<file path="src/spi_hc_map.svh">
// Purpose: Register offsets, field positions, field codes and timing counts of the dual-role serial port.
// Assumes: Byte offsets, not all word aligned, on a plain strobe port with 32-bit data.
// Notes: Definitions only; included by the design, the checker and the bench.
`ifndef SPI_HC_MAP_SVH
`define SPI_HC_MAP_SVH
`define SPI_CTRLA_OFS 8'h00
`define SPI_CTRLB_OFS 8'h04
`define SPI_BAUD_OFS 8'h0A
`define SPI_IEN_CLR_OFS 8'h0C
`define SPI_IEN_SET_OFS 8'h0D
`define SPI_IFLAG_OFS 8'h0E
`define SPI_STATUS_OFS 8'h10
`define SPI_ADDR_OFS 8'h14
`define SPI_DATA_OFS 8'h18
`define SPI_SLEEP_OFS 8'h1C
`define SPI_A_SOFT_RESET_BIT 0
`define SPI_A_ENABLE 1
`define SPI_A_MODE_LO 2
`define SPI_A_RUNSTBY 7
`define SPI_A_IMMOVF 8
`define SPI_A_TXPAD_LO 16
`define SPI_A_RXPAD_LO 20
`define SPI_A_FRAME_FORMAT_FIELD_LO 24
`define SPI_A_PHASE 28
`define SPI_A_POL 29
`define SPI_A_ORDER 30
`define SPI_B_CSIZE_LO 0
`define SPI_B_PRELOAD 6
`define SPI_B_RECEIVER_ENABLE_BIT 17
`define SPI_F_TXE 0
`define SPI_F_TXC 1
`define SPI_F_RXC 2
`define SPI_S_OVF 2
`define SPI_S_BUSY 15
`define SPI_MODE_CLIENT 3'h2
`define SPI_MODE_HOST 3'h3
`define SPI_FRAME_FORMAT_FIELD_ADDR 4'h2
`define SPI_CSIZE_9 3'h1
`define SPI_TXE_DELAY 2'h3
`define SPI_CLIENT_LEAD 4'h3
`endif

</file>
<file path="src/spi_hc_pkg.sv">
// Purpose: Types shared by the dual-role serial port.
// Assumes: Constants live in the map header.
// Notes: Types only.
package spi_hc_pkg;
  typedef enum logic [1:0] {ST_IDLE, ST_SHIFT, ST_GAP} xfer_state_t;
  typedef logic [8:0] char_t;
endpackage

</file>
<file path="src/spi_host_client_transfer.sv">
// Purpose: Dual-role serial port with transfer flags, overflow error, address match and preload.
// Assumes: One system clock; data pin passes two flip-flops, clock and select pins three; pads resolved by the bench.
// Notes: Core and bus domains are one clock here; the enable crossing is a two-stage delay.
// Behaviour
// - Data move to shifter sets empty flag
// - Last bit copies into receive buffer
// - Host done when shifted and none waiting
// - Client idle, output released while deselected
// - Client deselect sets transmit done
// - Client written data needs three clock lead
// - Late client write sends received character
// - Empty flag rises three cycles after emptying
// - Overflow sticky, cleared by one or disable
// - Immediate mode raises overflow at once
// - Deferred overflow travels, data reads zero
// - Client address match accepts transaction
// - Address mismatch ignores whole transaction
// - Nine-bit address compares low eight bits
// - Client first shifts existing shifter contents
// - Preload takes one character while deselected
// - Same pads loop transmit data back
// - Three flags, set/clear enables, one request
// - Host sleep stops after transfer finishes
// - Client sleep without standby drops reception
// - Reset, enable, receive enable are synchronised
// - Polarity and phase choose sampling edge
// - Characters eight or nine bits
// - Order bit picks first bit
`timescale 1ns/1ps
`include "spi_hc_map.svh"
module spi_host_client_transfer #(
  parameter int DW = 32
) (
  // Clock and reset.
  input wire logic clk_sys_i,
  input wire logic rstn_i,
  // Register port.
  input wire logic [7:0] addr_i,
  input wire logic [DW-1:0] wdata_i,
  input wire logic wr_i,
  input wire logic rd_i,
  output logic [DW-1:0] rdata_o,
  // Sleep request and request line.
  input wire logic sleep_i,
  output logic irq_o,
  output logic wake_o,
  // Host select general purpose output.
  output logic sel_out_o,
  // Serial pins as in, out, enable; the select pin is input only.
  input wire logic sck_i,
  output logic sck_o,
  output logic sck_oe_o,
  input wire logic sel_i,
  input wire logic [3:0] pad_i,
  output logic [3:0] pad_o,
  output logic [3:0] pad_oe_o
);
  import spi_hc_pkg::*;

  logic [31:0] ctrla_r, ctrlb_r, addr_r;
  logic [7:0] baud_r;
  logic [2:0] ien_r, flag_r;
  logic ovf_r, sel_out_r;
  logic [1:0] en_sync_r, receiver_enable_bit_sync_r, rst_sync_r;
  logic [8:0] tx_hold_r;
  logic tx_valid_r;
  logic [3:0] tx_age_r;
  logic [1:0] txe_cnt_r;
  char_t shreg_r, rx_buf_r [2];
  logic [1:0] rx_ovf_q_r;
  logic [1:0] rx_cnt_r;
  logic [3:0] bit_r;
  logic preloaded_r, addr_ok_r, first_r, ignore_r;
  xfer_state_t st_r;
  logic [7:0] div_r;
  logic sck_int_r, phase_r, sleeping_r, tx_bit_r, hold_out_r, core_stop_r;
  logic [2:0] sck_s_r, sel_s_r;
  logic [1:0] din_s_r;
  logic [31:0] rdata_r;

  wire logic is_host = ctrla_r[`SPI_A_MODE_LO +: 3] == `SPI_MODE_HOST;
  wire logic is_client = ctrla_r[`SPI_A_MODE_LO +: 3] == `SPI_MODE_CLIENT;
  wire logic enabled = en_sync_r[1];
  wire logic rx_on = receiver_enable_bit_sync_r[1];
  wire logic nine = ctrlb_r[`SPI_B_CSIZE_LO +: 3] == `SPI_CSIZE_9;
  wire logic [3:0] nbits = nine ? 4'h9 : 4'h8;
  wire logic clock_polarity = ctrla_r[`SPI_A_POL];
  wire logic clock_phase = ctrla_r[`SPI_A_PHASE];
  wire logic [1:0] rxpad = ctrla_r[`SPI_A_RXPAD_LO +: 2];
  wire logic [1:0] txpad = ctrla_r[`SPI_A_TXPAD_LO +: 2];
  wire logic wr_data = wr_i && addr_i == `SPI_DATA_OFS;
  wire logic rd_data = rd_i && addr_i == `SPI_DATA_OFS;
  wire logic locked = ctrla_r[`SPI_A_ENABLE];

  // Bit that leaves next, per order setting.
  function automatic logic out_bit(input char_t s, input logic lsb, input logic n9);
    out_bit = lsb ? s[0] : (n9 ? s[8] : s[7]);
  endfunction

  // Shift one bit in from the correct end.
  function automatic char_t shift_in(input char_t s, input logic b, input logic lsb, input logic n9);
    if (lsb)
      shift_in = n9 ? {b, s[8:1]} : {1'b0, b, s[7:1]};
    else
      shift_in = n9 ? {s[7:0], b} : {1'b0, s[6:0], b};
  endfunction

  // Control registers; enable-protected fields are frozen while enabled.
  always_ff @(posedge clk_sys_i)
  begin
    if (!rstn_i || rst_sync_r[1])
    begin
      ctrla_r <= 32'h0;
      ctrlb_r <= 32'h0;
      baud_r <= 8'h0;
      addr_r <= 32'h0;
      ien_r <= 3'h0;
      sel_out_r <= 1'b1;
      sleeping_r <= 1'b0;
    end
    else if (wr_i)
    begin
      case (addr_i)
        `SPI_CTRLA_OFS: ctrla_r <= locked ? {ctrla_r[31:2], wdata_i[1:0]} : wdata_i;
        `SPI_CTRLB_OFS: ctrlb_r <= locked ? {ctrlb_r[31:18], wdata_i[17], ctrlb_r[16:0]} : wdata_i;
        `SPI_BAUD_OFS: baud_r <= locked ? baud_r : wdata_i[7:0];
        `SPI_ADDR_OFS: addr_r <= locked ? addr_r : wdata_i;
        `SPI_IEN_SET_OFS: ien_r <= ien_r | wdata_i[2:0];
        `SPI_IEN_CLR_OFS: ien_r <= ien_r & ~wdata_i[2:0];
        `SPI_SLEEP_OFS:
        begin
          sel_out_r <= wdata_i[0];
          sleeping_r <= wdata_i[1];
        end
        default: ;
      endcase
    end
  end

  // Control bits cross into the core side before acting.
  always_ff @(posedge clk_sys_i)
  begin
    if (!rstn_i)
    begin
      en_sync_r <= 2'h0;
      receiver_enable_bit_sync_r <= 2'h0;
      rst_sync_r <= 2'h0;
    end
    else
    begin
      en_sync_r <= {en_sync_r[0], ctrla_r[`SPI_A_ENABLE]};
      receiver_enable_bit_sync_r <= {receiver_enable_bit_sync_r[0], ctrlb_r[`SPI_B_RECEIVER_ENABLE_BIT]};
      rst_sync_r <= {rst_sync_r[0], ctrla_r[`SPI_A_SOFT_RESET_BIT] & ~rst_sync_r[0]};
    end
  end

  // Pin synchronisers; only the second stage and later are read.
  always_ff @(posedge clk_sys_i)
  begin
    if (!rstn_i)
    begin
      sck_s_r <= 3'h0;
      sel_s_r <= 3'h7;
      din_s_r <= 2'h0;
    end
    else
    begin
      sck_s_r <= {sck_s_r[1:0], sck_i};
      sel_s_r <= {sel_s_r[1:0], sel_i};
      din_s_r <= {din_s_r[0], pad_i[rxpad]};
    end
  end

  // Edges seen on the serial clock: host uses its own, client the pin.
  wire logic sel_low = !sel_s_r[2];
  wire logic sel_rise = sel_s_r[2:1] == 2'b01;
  wire logic c_lead = sck_s_r[2:1] == (clock_polarity ? 2'b10 : 2'b01);
  wire logic c_trail = sck_s_r[2:1] == (clock_polarity ? 2'b01 : 2'b10);
  wire logic tick = div_r == baud_r;
  wire logic h_lead = tick && !phase_r && st_r == ST_SHIFT;
  wire logic h_trail = tick && phase_r && st_r == ST_SHIFT;
  wire logic lead = is_host ? h_lead : c_lead && sel_low;
  wire logic trail = is_host ? h_trail : c_trail && sel_low;
  wire logic samp = clock_phase ? trail : lead;
  wire logic setup = clock_phase ? lead : trail;
  wire logic last = samp && bit_r == nbits - 4'h1;
  wire logic sleep_drop = is_client && sleeping_r && !ctrla_r[`SPI_A_RUNSTBY];
  wire logic active = enabled && !sleep_drop && !core_stop_r && !(is_client && ignore_r);
  wire logic fresh = tx_age_r >= `SPI_CLIENT_LEAD;
  wire logic load_ok = tx_valid_r && (is_host || fresh);
  wire logic preload = is_client && ctrlb_r[`SPI_B_PRELOAD] && !sel_low && !preloaded_r && tx_valid_r;
  wire logic addr_frame_format_field = ctrla_r[`SPI_A_FRAME_FORMAT_FIELD_LO +: 4] == `SPI_FRAME_FORMAT_FIELD_ADDR;
  wire logic ovf_now = last && rx_on && rx_cnt_r == 2'h2;
  wire char_t rx_in = shift_in(shreg_r, din_s_r[1], ctrla_r[`SPI_A_ORDER], nine);
  wire logic addr_hit = rx_in[7:0] == addr_r[7:0];

  // Transmit holding register and the age of its content in client clock edges.
  always_ff @(posedge clk_sys_i)
  begin
    if (!rstn_i || rst_sync_r[1])
    begin
      tx_hold_r <= 9'h0;
      tx_valid_r <= 1'b0;
      tx_age_r <= 4'h0;
    end
    else if (wr_data)
    begin
      tx_hold_r <= wdata_i[8:0];
      tx_valid_r <= 1'b1;
      tx_age_r <= 4'h0;
    end
    else
    begin
      if (preload || (is_client && active && st_r != ST_IDLE && bit_r == 4'h0 && setup && !first_r && load_ok) ||
          (is_host && active && tx_valid_r && (st_r == ST_IDLE || (st_r == ST_GAP && tick))))
        tx_valid_r <= 1'b0;
      if (c_lead && !fresh)
        tx_age_r <= tx_age_r + 4'h1;
    end
  end

  // Shift engine and transaction state.
  always_ff @(posedge clk_sys_i)
  begin
    if (!rstn_i || rst_sync_r[1])
    begin
      st_r <= ST_IDLE;
      shreg_r <= 9'h0;
      bit_r <= 4'h0;
      div_r <= 8'h0;
      sck_int_r <= 1'b0;
      phase_r <= 1'b0;
      preloaded_r <= 1'b0;
      first_r <= 1'b1;
      addr_ok_r <= 1'b0;
      ignore_r <= 1'b0;
    end
    else
    begin
      div_r <= (tick || st_r == ST_IDLE) ? 8'h0 : div_r + 8'h1;
      if (preload)
      begin
        shreg_r <= tx_hold_r;
        preloaded_r <= 1'b1;
      end
      if (is_client && sel_rise)
      begin
        st_r <= ST_IDLE;
        bit_r <= 4'h0;
        first_r <= 1'b1;
        ignore_r <= 1'b0;
        addr_ok_r <= 1'b0;
        preloaded_r <= 1'b0;
      end
      else if (!active)
      begin
        if (is_host)
          st_r <= ST_IDLE;
        sck_int_r <= clock_polarity;
      end
      else
      begin
        case (st_r)
          ST_IDLE:
          begin
            sck_int_r <= clock_polarity;
            bit_r <= 4'h0;
            phase_r <= 1'b0;
            if (is_host && tx_valid_r)
            begin
              shreg_r <= tx_hold_r;
              st_r <= ST_SHIFT;
            end
            else if (is_client && sel_low)
              st_r <= ST_SHIFT;
          end
          ST_SHIFT:
          begin
            if (is_host && tick)
            begin
              sck_int_r <= ~sck_int_r;
              phase_r <= ~phase_r;
            end
            if (samp)
            begin
              shreg_r <= rx_in;
              bit_r <= last ? 4'h0 : bit_r + 4'h1;
              if (last)
              begin
                first_r <= 1'b0;
                if (is_client && addr_frame_format_field && first_r)
                begin
                  addr_ok_r <= addr_hit;
                  ignore_r <= !addr_hit;
                end
                if (is_host && !clock_phase)
                  st_r <= ST_GAP;
              end
            end
            if (is_client && setup && bit_r == 4'h0 && !first_r && load_ok)
              shreg_r <= tx_hold_r;
            if (is_host && clock_phase && h_trail && bit_r == nbits - 4'h1)
              st_r <= ST_GAP;
          end
          ST_GAP:
          begin
            if (tick || !is_host)
            begin
              sck_int_r <= clock_polarity;
              phase_r <= 1'b0;
              if (tx_valid_r)
              begin
                shreg_r <= tx_hold_r;
                st_r <= ST_SHIFT;
              end
              else
                st_r <= ST_IDLE;
            end
          end
          default: st_r <= ST_IDLE;
        endcase
      end
    end
  end

  // Two-level receive buffer; each entry carries its own overflow mark.
  always_ff @(posedge clk_sys_i)
  begin
    if (!rstn_i || rst_sync_r[1] || !rx_on)
    begin
      rx_cnt_r <= 2'h0;
      rx_buf_r[0] <= 9'h0;
      rx_buf_r[1] <= 9'h0;
      rx_ovf_q_r <= 2'h0;
    end
    else
    begin
      if (rd_data && rx_cnt_r != 2'h0)
      begin
        rx_buf_r[0] <= rx_buf_r[1];
        rx_ovf_q_r <= {1'b0, rx_ovf_q_r[1]};
        rx_cnt_r <= rx_cnt_r - 2'h1;
      end
      if (last && active && !(addr_frame_format_field && is_client && first_r && !addr_hit))
      begin
        if (rx_cnt_r == 2'h2 && !ctrla_r[`SPI_A_IMMOVF] && !rd_data)
          rx_ovf_q_r[1] <= 1'b1;
        else if (rx_cnt_r == 2'h2 || (rx_cnt_r == 2'h1 && !rd_data))
        begin
          rx_buf_r[1] <= rx_in;
          rx_cnt_r <= 2'h2;
        end
        else
        begin
          rx_buf_r[rd_data ? 0 : rx_cnt_r[0]] <= rx_in;
          rx_cnt_r <= rd_data ? rx_cnt_r : rx_cnt_r + 2'h1;
        end
      end
    end
  end

  // Delay from the holding register emptying to its empty flag.
  always_ff @(posedge clk_sys_i)
  begin
    if (!rstn_i || tx_valid_r)
      txe_cnt_r <= 2'h0;
    else if (txe_cnt_r != `SPI_TXE_DELAY)
      txe_cnt_r <= txe_cnt_r + 2'h1;
  end

  // Flags; a hardware set wins over a software clear in the same cycle.
  wire logic host_done = is_host && st_r == ST_GAP && !tx_valid_r && (tick);
  wire logic set_txc = host_done || (is_client && sel_rise);
  wire logic txe_set = txe_cnt_r == `SPI_TXE_DELAY - 2'h1;
  wire logic flag_clr_wr = wr_i && addr_i == `SPI_IFLAG_OFS;
  always_ff @(posedge clk_sys_i)
  begin
    if (!rstn_i || rst_sync_r[1])
    begin
      flag_r <= 3'h0;
      ovf_r <= 1'b0;
    end
    else
    begin
      flag_r[`SPI_F_TXE] <= txe_set || (flag_r[`SPI_F_TXE] && !wr_data);
      flag_r[`SPI_F_TXC] <= set_txc || (flag_r[`SPI_F_TXC] && !(flag_clr_wr && wdata_i[`SPI_F_TXC]));
      flag_r[`SPI_F_RXC] <= rx_on && (rx_cnt_r != 2'h0 || rx_ovf_q_r[0]);
      if (!rx_on)
        ovf_r <= 1'b0;
      else if ((ovf_now && ctrla_r[`SPI_A_IMMOVF]) || (rd_data && rx_ovf_q_r[0]))
        ovf_r <= 1'b1;
      else if (wr_i && addr_i == `SPI_STATUS_OFS && wdata_i[`SPI_S_OVF])
        ovf_r <= 1'b0;
    end
  end

  // Read data stands in the cycle after the read strobe.
  always_ff @(posedge clk_sys_i)
  begin
    if (!rstn_i)
      rdata_r <= 32'h0;
    else if (rd_i)
    begin
      case (addr_i)
        `SPI_CTRLA_OFS: rdata_r <= ctrla_r;
        `SPI_CTRLB_OFS: rdata_r <= ctrlb_r;
        `SPI_BAUD_OFS: rdata_r <= {24'h0, baud_r};
        `SPI_IEN_SET_OFS, `SPI_IEN_CLR_OFS: rdata_r <= {29'h0, ien_r};
        `SPI_IFLAG_OFS: rdata_r <= {29'h0, flag_r};
        `SPI_STATUS_OFS: rdata_r <= {16'h0, en_sync_r[1] != ctrla_r[`SPI_A_ENABLE], 12'h0, ovf_r, 2'h0};
        `SPI_ADDR_OFS: rdata_r <= addr_r;
        `SPI_DATA_OFS: rdata_r <= rx_ovf_q_r[0] ? 32'h0 : {23'h0, rx_buf_r[0]};
        `SPI_SLEEP_OFS: rdata_r <= {30'h0, sleeping_r, sel_out_r};
        default: rdata_r <= 32'h0;
      endcase
    end
  end

  // Launch register of the data pad: after a sample edge the old bit is held until the setup edge,
  // so the far side never sees the data move on its own sampling edge. A divider of zero leaves no margin.
  always_ff @(posedge clk_sys_i)
  begin
    if (!rstn_i || rst_sync_r[1])
    begin
      tx_bit_r <= 1'b0;
      hold_out_r <= 1'b0;
    end
    else
    begin
      if (!hold_out_r || setup || st_r != ST_SHIFT)
        tx_bit_r <= out_bit(shreg_r, ctrla_r[`SPI_A_ORDER], nine);
      if (samp && st_r == ST_SHIFT)
        hold_out_r <= 1'b1;
      else if (setup || st_r != ST_SHIFT)
        hold_out_r <= 1'b0;
    end
  end

  // Outputs: host clock, select output, and the data pad; pads loop back outside.
  wire logic drive_miso = is_client && sel_low && enabled && !ignore_r && (!addr_frame_format_field || addr_ok_r || first_r);
  always_comb
  begin
    pad_o = 4'h0;
    pad_oe_o = 4'h0;
    pad_o[txpad] = tx_bit_r;
    pad_oe_o[txpad] = (is_host && enabled) || drive_miso;
  end
  assign rdata_o = rdata_r;
  assign sck_o = sck_int_r;
  assign sck_oe_o = is_host && enabled;
  assign sel_out_o = sel_out_r;
  assign irq_o = |(flag_r & ien_r);
  assign wake_o = is_client ? (flag_r[`SPI_F_RXC] && (ctrla_r[`SPI_A_RUNSTBY] || addr_ok_r)) : irq_o;
  // Host core clock may stop only once idle.
  wire logic core_stop_ok = is_host && sleeping_r && !ctrla_r[`SPI_A_RUNSTBY] && st_r == ST_IDLE;
  always_ff @(posedge clk_sys_i)
  begin
    if (!rstn_i)
      core_stop_r <= 1'b0;
    else
      core_stop_r <= core_stop_ok;
  end
endmodule

</file>
<file path="config.mk">
export PLATFORM = sky130hd
export DESIGN_NAME = spi_host_client_transfer
export DESIGN_NICKNAME = d
export VERILOG_FILES = /design/src/spi_hc_pkg.sv /design/src/spi_host_client_transfer.sv
export VERILOG_INCLUDE_DIRS = /design/src
export SDC_FILE = /design/constraint.sdc
export NUM_CORES = 1
export LEC_CHECK = 0
export BUFFER_PORTS_ARGS = -buffer_cell sky130_fd_sc_hd__buf_2
export CAP_MARGIN = 20
export CORE_MARGIN = 1
export CORE_UTILIZATION = 40
export DETAILED_ROUTE_END_ITERATION = 10
export SLEW_MARGIN = 40
export SYNTH_ARGS = -nofsm -noshare
export SYNTH_HDL_FRONTEND = slang
export SYNTH_SLANG_ARGS = --single-unit
</file>
<file path="constraint.sdc">
create_clock -name clk_sys_i -period 3.13 [get_ports clk_sys_i]
set_clock_uncertainty 0.1 [all_clocks]
set_input_delay 0 -clock clk_sys_i [delete_from_list [all_inputs] [get_ports clk_sys_i]]
set_output_delay 0 -clock clk_sys_i [all_outputs]
set_load 0.01 [all_outputs]
</file>
==> flow_metrics.env, run 1 <==
export IMPL_finalCritPeriodShare=0.890
export IMPL_worstSetupPathType="reg2reg"
export IMPL_slew_headroom=0.515
export IMPL_post_route_min_period_ns=2.79
export IMPL_worst_pin_slew_ns=0.727
export IMPL_fp_dieH_um=165
export IMPL_r2r_end="rx_buf_r[1][5]$_DFFE_PP_"
export IMPL_hold_class="in2reg"
export IMPL_netlist_instances=1226
export IMPL_fin_tns_setup_ns=0
export IMPL_clkSinkCount=229
export IMPL_drv_slew=0
export IMPL_cellPowerDensity_nw_per_um2=508
export IMPL_grt_overflow=0
export IMPL_ir_drop_mv=0.333
export IMPL_r2r_worst_path_cells=7
export IMPL_whs_path_depth=5
export IMPL_netlist_area_um2=10600
export IMPL_grt_pass1_vias=9124
export IMPL_cts_resized=0
export IMPL_cts_buffers=25
export IMPL_maxCapViolations=0
export IMPL_drt_iter0_drc=771
export IMPL_rows=59
export IMPL_ys_flop_type="dfxtp_1"
export IMPL_r2r_start="ctrla_r[29]$_SDFFE_PP0P_"
export IMPL_ant_nets=0
export IMPL_vias=9581
export IMPL_grt_pass1_wl_um=50600
export IMPL_synth_warnings=0
export IMPL_core_area_um2=26100
export IMPL_htreeDepth=1
export IMPL_most_common_layout_cells="281 x nand2_1, 211 x dfxtp_1, 129 x a21oi_1"
export IMPL_wl_per_cell_um=18.8
export IMPL_grt_max_degree=59
export IMPL_cts_tree="built"
export IMPL_cts_path_max_buffers=3
export IMPL_dr_pass1_iters=5
export IMPL_ys_seq_elements=229
export IMPL_area_growth_pct=21.9
export IMPL_path_clk_slew_ns=0.06
export IMPL_nFillCells=2492
export IMPL_synth_cell_types=74
export IMPL_worstSkewPairLatency_ns=0.54
export IMPL_multi_input_area_um2=5470
export IMPL_gp_congestion=0.909
export IMPL_grtUsageTotal=0.238
export IMPL_crit_path_start_kind="flop"
export IMPL_cp_max_fo=14
export IMPL_cts_root_buf="clkbuf_16"
export IMPL_ys_async_sr_fraction=0
export IMPL_fp_dieW_um=165
export IMPL_rrSetupSlack_ns=0.34
export IMPL_syn_nets=1291
export IMPL_setup_viol=0
export IMPL_ys_seq_area_frac=0.448
export IMPL_syn_area_per_cell_um2=8.68
export IMPL_whs_endpoint="ovf_r$_SDFFE_PP0P_"
export IMPL_port_buffers=94
export IMPL_critPathRequiredTime_ns=3.22
export IMPL_start_util=0.408
export IMPL_critPathCaptureType="flop"
export IMPL_synth_edff_count=18
export IMPL_dieArea_um2=27300
export IMPL_postLayoutCellArea_um2=13000
export IMPL_status="complete, no violations"
export IMPL_dp_hpwl_um=22300
export IMPL_ios=96
export IMPL_routed_via_density=5.59
export IMPL_drc=0
export IMPL_seqCellArea_um2=4760
export IMPL_rsz0062_at_grt="false"
export IMPL_hold_violations=0
export IMPL_final_common_cell="nand2_1"
export IMPL_num_nets_final=1424
export IMPL_antenna_found_initial=1
export IMPL_hold_path_startpoint="addr_i[5]"
export IMPL_place_area_um2=11600
export IMPL_crit_arrival_ns=2.88
export IMPL_holdWs_ns=0.0212
export IMPL_max_freq_ghz=0.359
export IMPL_routed_wl_um=32200
export IMPL_power_static_leakage_uw=0.00514
export IMPL_final_layout_size_suffix_gt1_frac=0.169
[through the flow]
stage	utilization	total power, uW	instances	worst slack (ns)
6_report	0.498	6600	1714	0.344
5_1_grt	0.498	6800	1714	0.135
4_1_cts	0.498	6650	1713	0.336
3_5_place_dp	0.444	3310	1622	0.373
3_3_place_gp	0.444	3300	1622	0.395
2_1_floorplan	-	3180	1226	0.505
[routing by layer]
metal	track usage	vias up	part of all wire
met1	0.326	4568	0.45
met3	0.0332	62	0.061
met5	0	-	0
met2	0.386	301	0.46
met4	0.0746	0	0.027
li1	-	4650	-
[cells in the mapped netlist, drive strengths merged, types with 5 or more instances]
cell | number | area, um^2
nand2 | 281 | 1050
a32oi | 10 | 87.6
dfxtp | 211 | 4220
or3 | 5 | 31.3
ha | 14 | 175
o22ai | 5 | 37.5
o21ai | 24 | 124
inv | 23 | 86.3
mux2 | 19 | 214
a222oi | 31 | 310
nor3b | 7 | 73.8
nand4 | 5 | 31.3
a21oi | 130 | 654
nand3 | 27 | 135
buf | 19 | 100
nand2b | 9 | 56.3
a31oi | 5 | 31.3
o21a | 8 | 60.1
a22oi | 9 | 67.6
and2 | 20 | 125
mux2i | 44 | 440
o211a | 22 | 220
nor2b | 13 | 81.3
a221oi | 22 | 193
clkbuf | 64 | 240
xnor2 | 15 | 131
a211oi | 7 | 57.6
a32o | 9 | 90.1
xor2 | 13 | 114
nor2 | 65 | 246
and3 | 8 | 50.1
nor3 | 17 | 116
edfxtp | 18 | 541
[kinds of logic (layout without fill, tap and decap cells)]
kind of cell,Yosys count,count (layout),synth area share
flops,229,229,0.448
fa+ha+maj,14,14,0.0165
xor+xnor,28,28,0.0230
buf+inv,106,258,0.0401
simple gates,480,480,0.206
mux,64,64,0.0636
compound gates,305,305,0.203
other cells,0,1,0
[registers in the layout, summed over array words and instances, names as in the netlist, 2 cells and up, named ones only]
| signal | cells |
|---|---|
| addr_r | 32 |
| baud_r | 8 |
| bit_r | 4 |
| ctrla_r | 32 |
| ctrlb_r | 32 |
| din_s_r | 2 |
| div_r | 8 |
| en_sync_r | 2 |
| flag_r | 3 |
| rdata_o | 32 |
| receiver_enable_bit_sync_r | 2 |
| rst_sync_r | 2 |
| rx_buf_r | 18 |
| rx_cnt_r | 2 |
| rx_ovf_q_r | 2 |
| sck_s_r | 3 |
| sel_s_r | 3 |
| shreg_r | 9 |
| st_r | 2 |
| tx_age_r | 4 |
| tx_hold_r | 9 |
| txe_cnt_r | 2 |
[how the worst max path moves through the flow]
| stage | from | to | slack, ns | cells after the start |
|---|---|---|---|---|
| detailed placement | ctrla_r[29]$_SDFFE_PP0P_ | rx_buf_r[1][6]$_DFFE_PP_ | 0.37 | 7 |
| global route | ctrla_r[30]$_SDFFE_PP0P_ | rx_buf_r[0][7]$_DFFE_PP_ | 0.14 | 7 |
| finish | ctrla_r[29]$_SDFFE_PP0P_ | rx_buf_r[1][5]$_DFFE_PP_ | 0.34 | 7 |
| floorplan | ctrla_r[30]$_SDFFE_PP0P_ | rx_buf_r[0][0]$_DFFE_PP_ | 0.50 | 9 |
| CTS | ctrla_r[29]$_SDFFE_PP0P_ | rx_buf_r[1][5]$_DFFE_PP_ | 0.34 | 7 |
| global placement | ctrla_r[29]$_SDFFE_PP0P_ | rx_buf_r[1][6]$_DFFE_PP_ | 0.39 | 7 |
[cell type report]
class | instances | area share
Multi-Input combinational cell | 891 | 0.422
Sequential cell | 229 | 0.367
Timing Repair Buffer | 189 | 0.0999
Clock buffer | 30 | 0.0544
Tap cell | 335 | 0.0323
Clock inverter | 16 | 0.0176
Inverter | 23 | 0.00665
Antenna cell | 1 | 0.000193
[repair_timing]
action,CTS,global route
hold buffers,45,0
endpoints found under the hold margin,139,0
buffers inserted,0,0
[where the power goes]
part / switching, uW / internal [uW] / leakage, uW
registers: 21.6 / 2980 / 0.00193
clock network: 1280 / 2030 / 0.000458
logic: 168 / 119 / 0.00275
total: 1470 / 5130 / 0.00514
[critical path: stages, from the launching register on]
cell,delay (ns)
dfxtp_1,0.39
or3b_1,0.43
a211oi_1,0.28
or2_1,0.20
o22a_1,0.21
buf_4,0.23
o2111a_1,0.24
nand2b_1,0.36
Power figures use the tool's default switching activity.
==> inputs of run 2 (changes only) <==
==> constraint.sdc (replaced) <==
create_clock -name clk_sys_i -period 2.7 [get_ports clk_sys_i]
set_clock_uncertainty 0.1 [all_clocks]
set_input_delay 0 -clock clk_sys_i [delete_from_list [all_inputs] [get_ports clk_sys_i]]
set_output_delay 0 -clock clk_sys_i [all_outputs]
set_load 0.01 [all_outputs]
==> run 2 against run 1 <==
Against the previous run: wire length decreased by 0.32%; power is 11% higher; register-to-register slack worse by 0.25 ns; critical endpoint is now rx_buf_r[0][2]$_DFFE_PP_; critical path depth grew 1; clock power is 6.3% higher; die area is the same; design area up 1.2%; core utilization grew 0.58 points; sequential power is 16% higher; critical path type unchanged; maximum frequency increased by 6.9%; sequential cell count unchanged.
==> flow_metrics.env, run 2 (synthesis results as in run 1) <==
export IMPL_rsz0062_at_grt="false"
export IMPL_antenna_cells=0
export IMPL_routed_via_density=5.60
export IMPL_final_layout_size_suffix_gt1_frac=0.182
export IMPL_crit_arrival_ns=2.81
export IMPL_drc=0
export IMPL_critPathCaptureType="flop"
export IMPL_cts_buffers=26
export IMPL_ios=96
export IMPL_postLayoutCoreUtil=0.504
export IMPL_hold_path_startpoint="sel_i"
export IMPL_hold_class="in2reg"
export IMPL_cp_max_fo=9
export IMPL_cts_path_max_buffers=3
export IMPL_cp_num_cells=8
export IMPL_crit_family="simple AND/OR/NAND/NOR gates"
export IMPL_clkSinkCount=229
export IMPL_whs_endpoint="sel_s_r[0]$_SDFF_PN1_"
export IMPL_cts_tree="built"
export IMPL_fp_dieH_um=165
export IMPL_grt_overflow=0
export IMPL_path_clk_slew_ns=0.06
export IMPL_dieArea_um2=27300
export IMPL_worst_pin_slew_ns=0.803
export IMPL_r2r_end="rx_buf_r[0][2]$_DFFE_PP_"
export IMPL_cellPowerDensity_nw_per_um2=558
export IMPL_critPathRequiredTime_ns=2.90
export IMPL_power_static_leakage_uw=0.00523
export IMPL_antenna_found_initial=0
export IMPL_hold_violations=0
export IMPL_vias=9689
export IMPL_grt_pass1_vias=9150
export IMPL_worstSkewPairLatency_ns=0.54
export IMPL_cts_root_buf="clkbuf_16"
export IMPL_core_area_um2=26100
export IMPL_swShare=0.222
export IMPL_drt_iter0_drc=800
export IMPL_start_util=0.408
export IMPL_routed_wl_um=32100
export IMPL_slowest_delay_ns=0.39
export IMPL_max_freq_ghz=0.384
export IMPL_power_frac_comb=0.045
export IMPL_area_growth_pct=23.4
export IMPL_p_clk_frac=0.480
export IMPL_rrSetupSlack_ns=0.09
export IMPL_worst_slack_ns=0.0928
export IMPL_path_cells="nor3b_4 > mux2i_2 > xnor2_1 > a211oi_2 > o2111a_2 > and3_1 > or3_1 > buf_12"
export IMPL_setup_viol=0
export IMPL_wl_per_cell_um=18.6
export IMPL_port_buffers=94
export IMPL_grt_pass1_wl_um=50100
export IMPL_grtUsageTotal=0.236
export IMPL_finalCritPeriodShare=0.966
export IMPL_post_route_min_period_ns=2.61
export IMPL_most_common_layout_cells="281 x nand2_1, 211 x dfxtp_1, 129 x a21oi_1"
export IMPL_p_total_uw=7330
export IMPL_internal_power_uw=5700
export IMPL_crit_path_start_kind="flop"
export IMPL_whs_path_depth=3
export IMPL_slew_headroom=0.464
export IMPL_ir_drop_mv=0.441
export IMPL_fin_tns_setup_ns=0
export IMPL_r2r_worst_path_cells=8
export IMPL_ant_nets=0
export IMPL_status="complete, no violations"
export IMPL_crit_buf_inv=1
export IMPL_fp_dieW_um=165
export IMPL_pre_cts_ws_ns=0.0668
export IMPL_drv_slew=0
export IMPL_final_common_cell="nand2_1"
export IMPL_maxCapViolations=0
export IMPL_grt_max_degree=62
export IMPL_dp_hpwl_um=22300
export IMPL_crit_path_top_delay_cell="or3_1"
export IMPL_dr_pass1_iters=7
export IMPL_worstSetupPathType="reg2reg"
export IMPL_seq_power_share=0.474
export IMPL_rows=59
export IMPL_htreeDepth=1
export IMPL_num_nets_final=1445
export IMPL_r2r_start="ctrlb_r[1]$_SDFFE_PP0P_"
export IMPL_gp_congestion=0.936
export IMPL_power_switching_uw=1630
run 2: metal layers:
layer / track usage / share of wire / up-vias
met1: 0.314 / 0.44 / 4598
li1: - / - / 4688
met2: 0.384 / 0.46 / 345
met5: 0 / 0 / -
met3: 0.0482 / 0.079 / 58
met4: 0.0671 / 0.025 / 0
run 2: how the worst max path moves through the flow:
stage,from,slack (ns),to
after floorplan,ctrla_r[30]$_SDFFE_PP0P_,0.07,rx_buf_r[0][0]$_DFFE_PP_
after global placement,ctrla_r[30]$_SDFFE_PP0P_,0.13,rx_buf_r[0][5]$_DFFE_PP_
after detailed placement,ctrlb_r[0]$_SDFFE_PP0P_,0.07,rx_cnt_r[1]$_SDFFE_PP0P_
after CTS,ctrlb_r[0]$_SDFFE_PP0P_,0.04,rx_cnt_r[1]$_SDFFE_PP0P_
after global routing,ctrlb_r[0]$_SDFFE_PP0P_,0.001,rx_buf_r[0][2]$_DFFE_PP_
final,ctrlb_r[1]$_SDFFE_PP0P_,0.09,rx_buf_r[0][2]$_DFFE_PP_
run 2: final cells by class:
cell class,count,area [um^2]
clock inverter,5,61.3
fill,2505,12900
sequential,229,4760
inverter,23,86.3
timing repair buffer,209,1490
clock buffer,39,792
tap,335,419
multi-input combinational,891,5510
run 2: power by group through the flow:
stage	registers, uW	clock network, uW	logic (uW)
after detailed placement	3550	0	280
final	3480	3520	332
after global routing	3480	3720	359
after CTS	3480	3580	330
after global placement	3550	0	279
after floorplan	3550	0	138
run 2: worst min-delay path: cells and delay by family:
| kind | cells | cell delay, ns |
|---|---|---|
| buffers and inverters | 2 | 0.61 |
| AND/OR/NAND/NOR | 1 | 0.08 |
run 2: timing repair:
item,in CTS,in global routing
hold endpoints to repair,146,0
hold buffers,43,0
setup endpoints to repair,0,25
setup buffers,0,1
gates resized for setup,0,9
run 2: stage by stage:
step,hold slack (ns),instances,instance area (um^2)
2_1_floorplan,0.00147,1226,10600
3_3_place_gp,0.0907,1643,11800
3_5_place_dp,0.0912,1643,11800
4_1_cts,0.0840,1730,13100
5_1_grt,0.120,1731,13100
6_report,0.0895,1731,13100
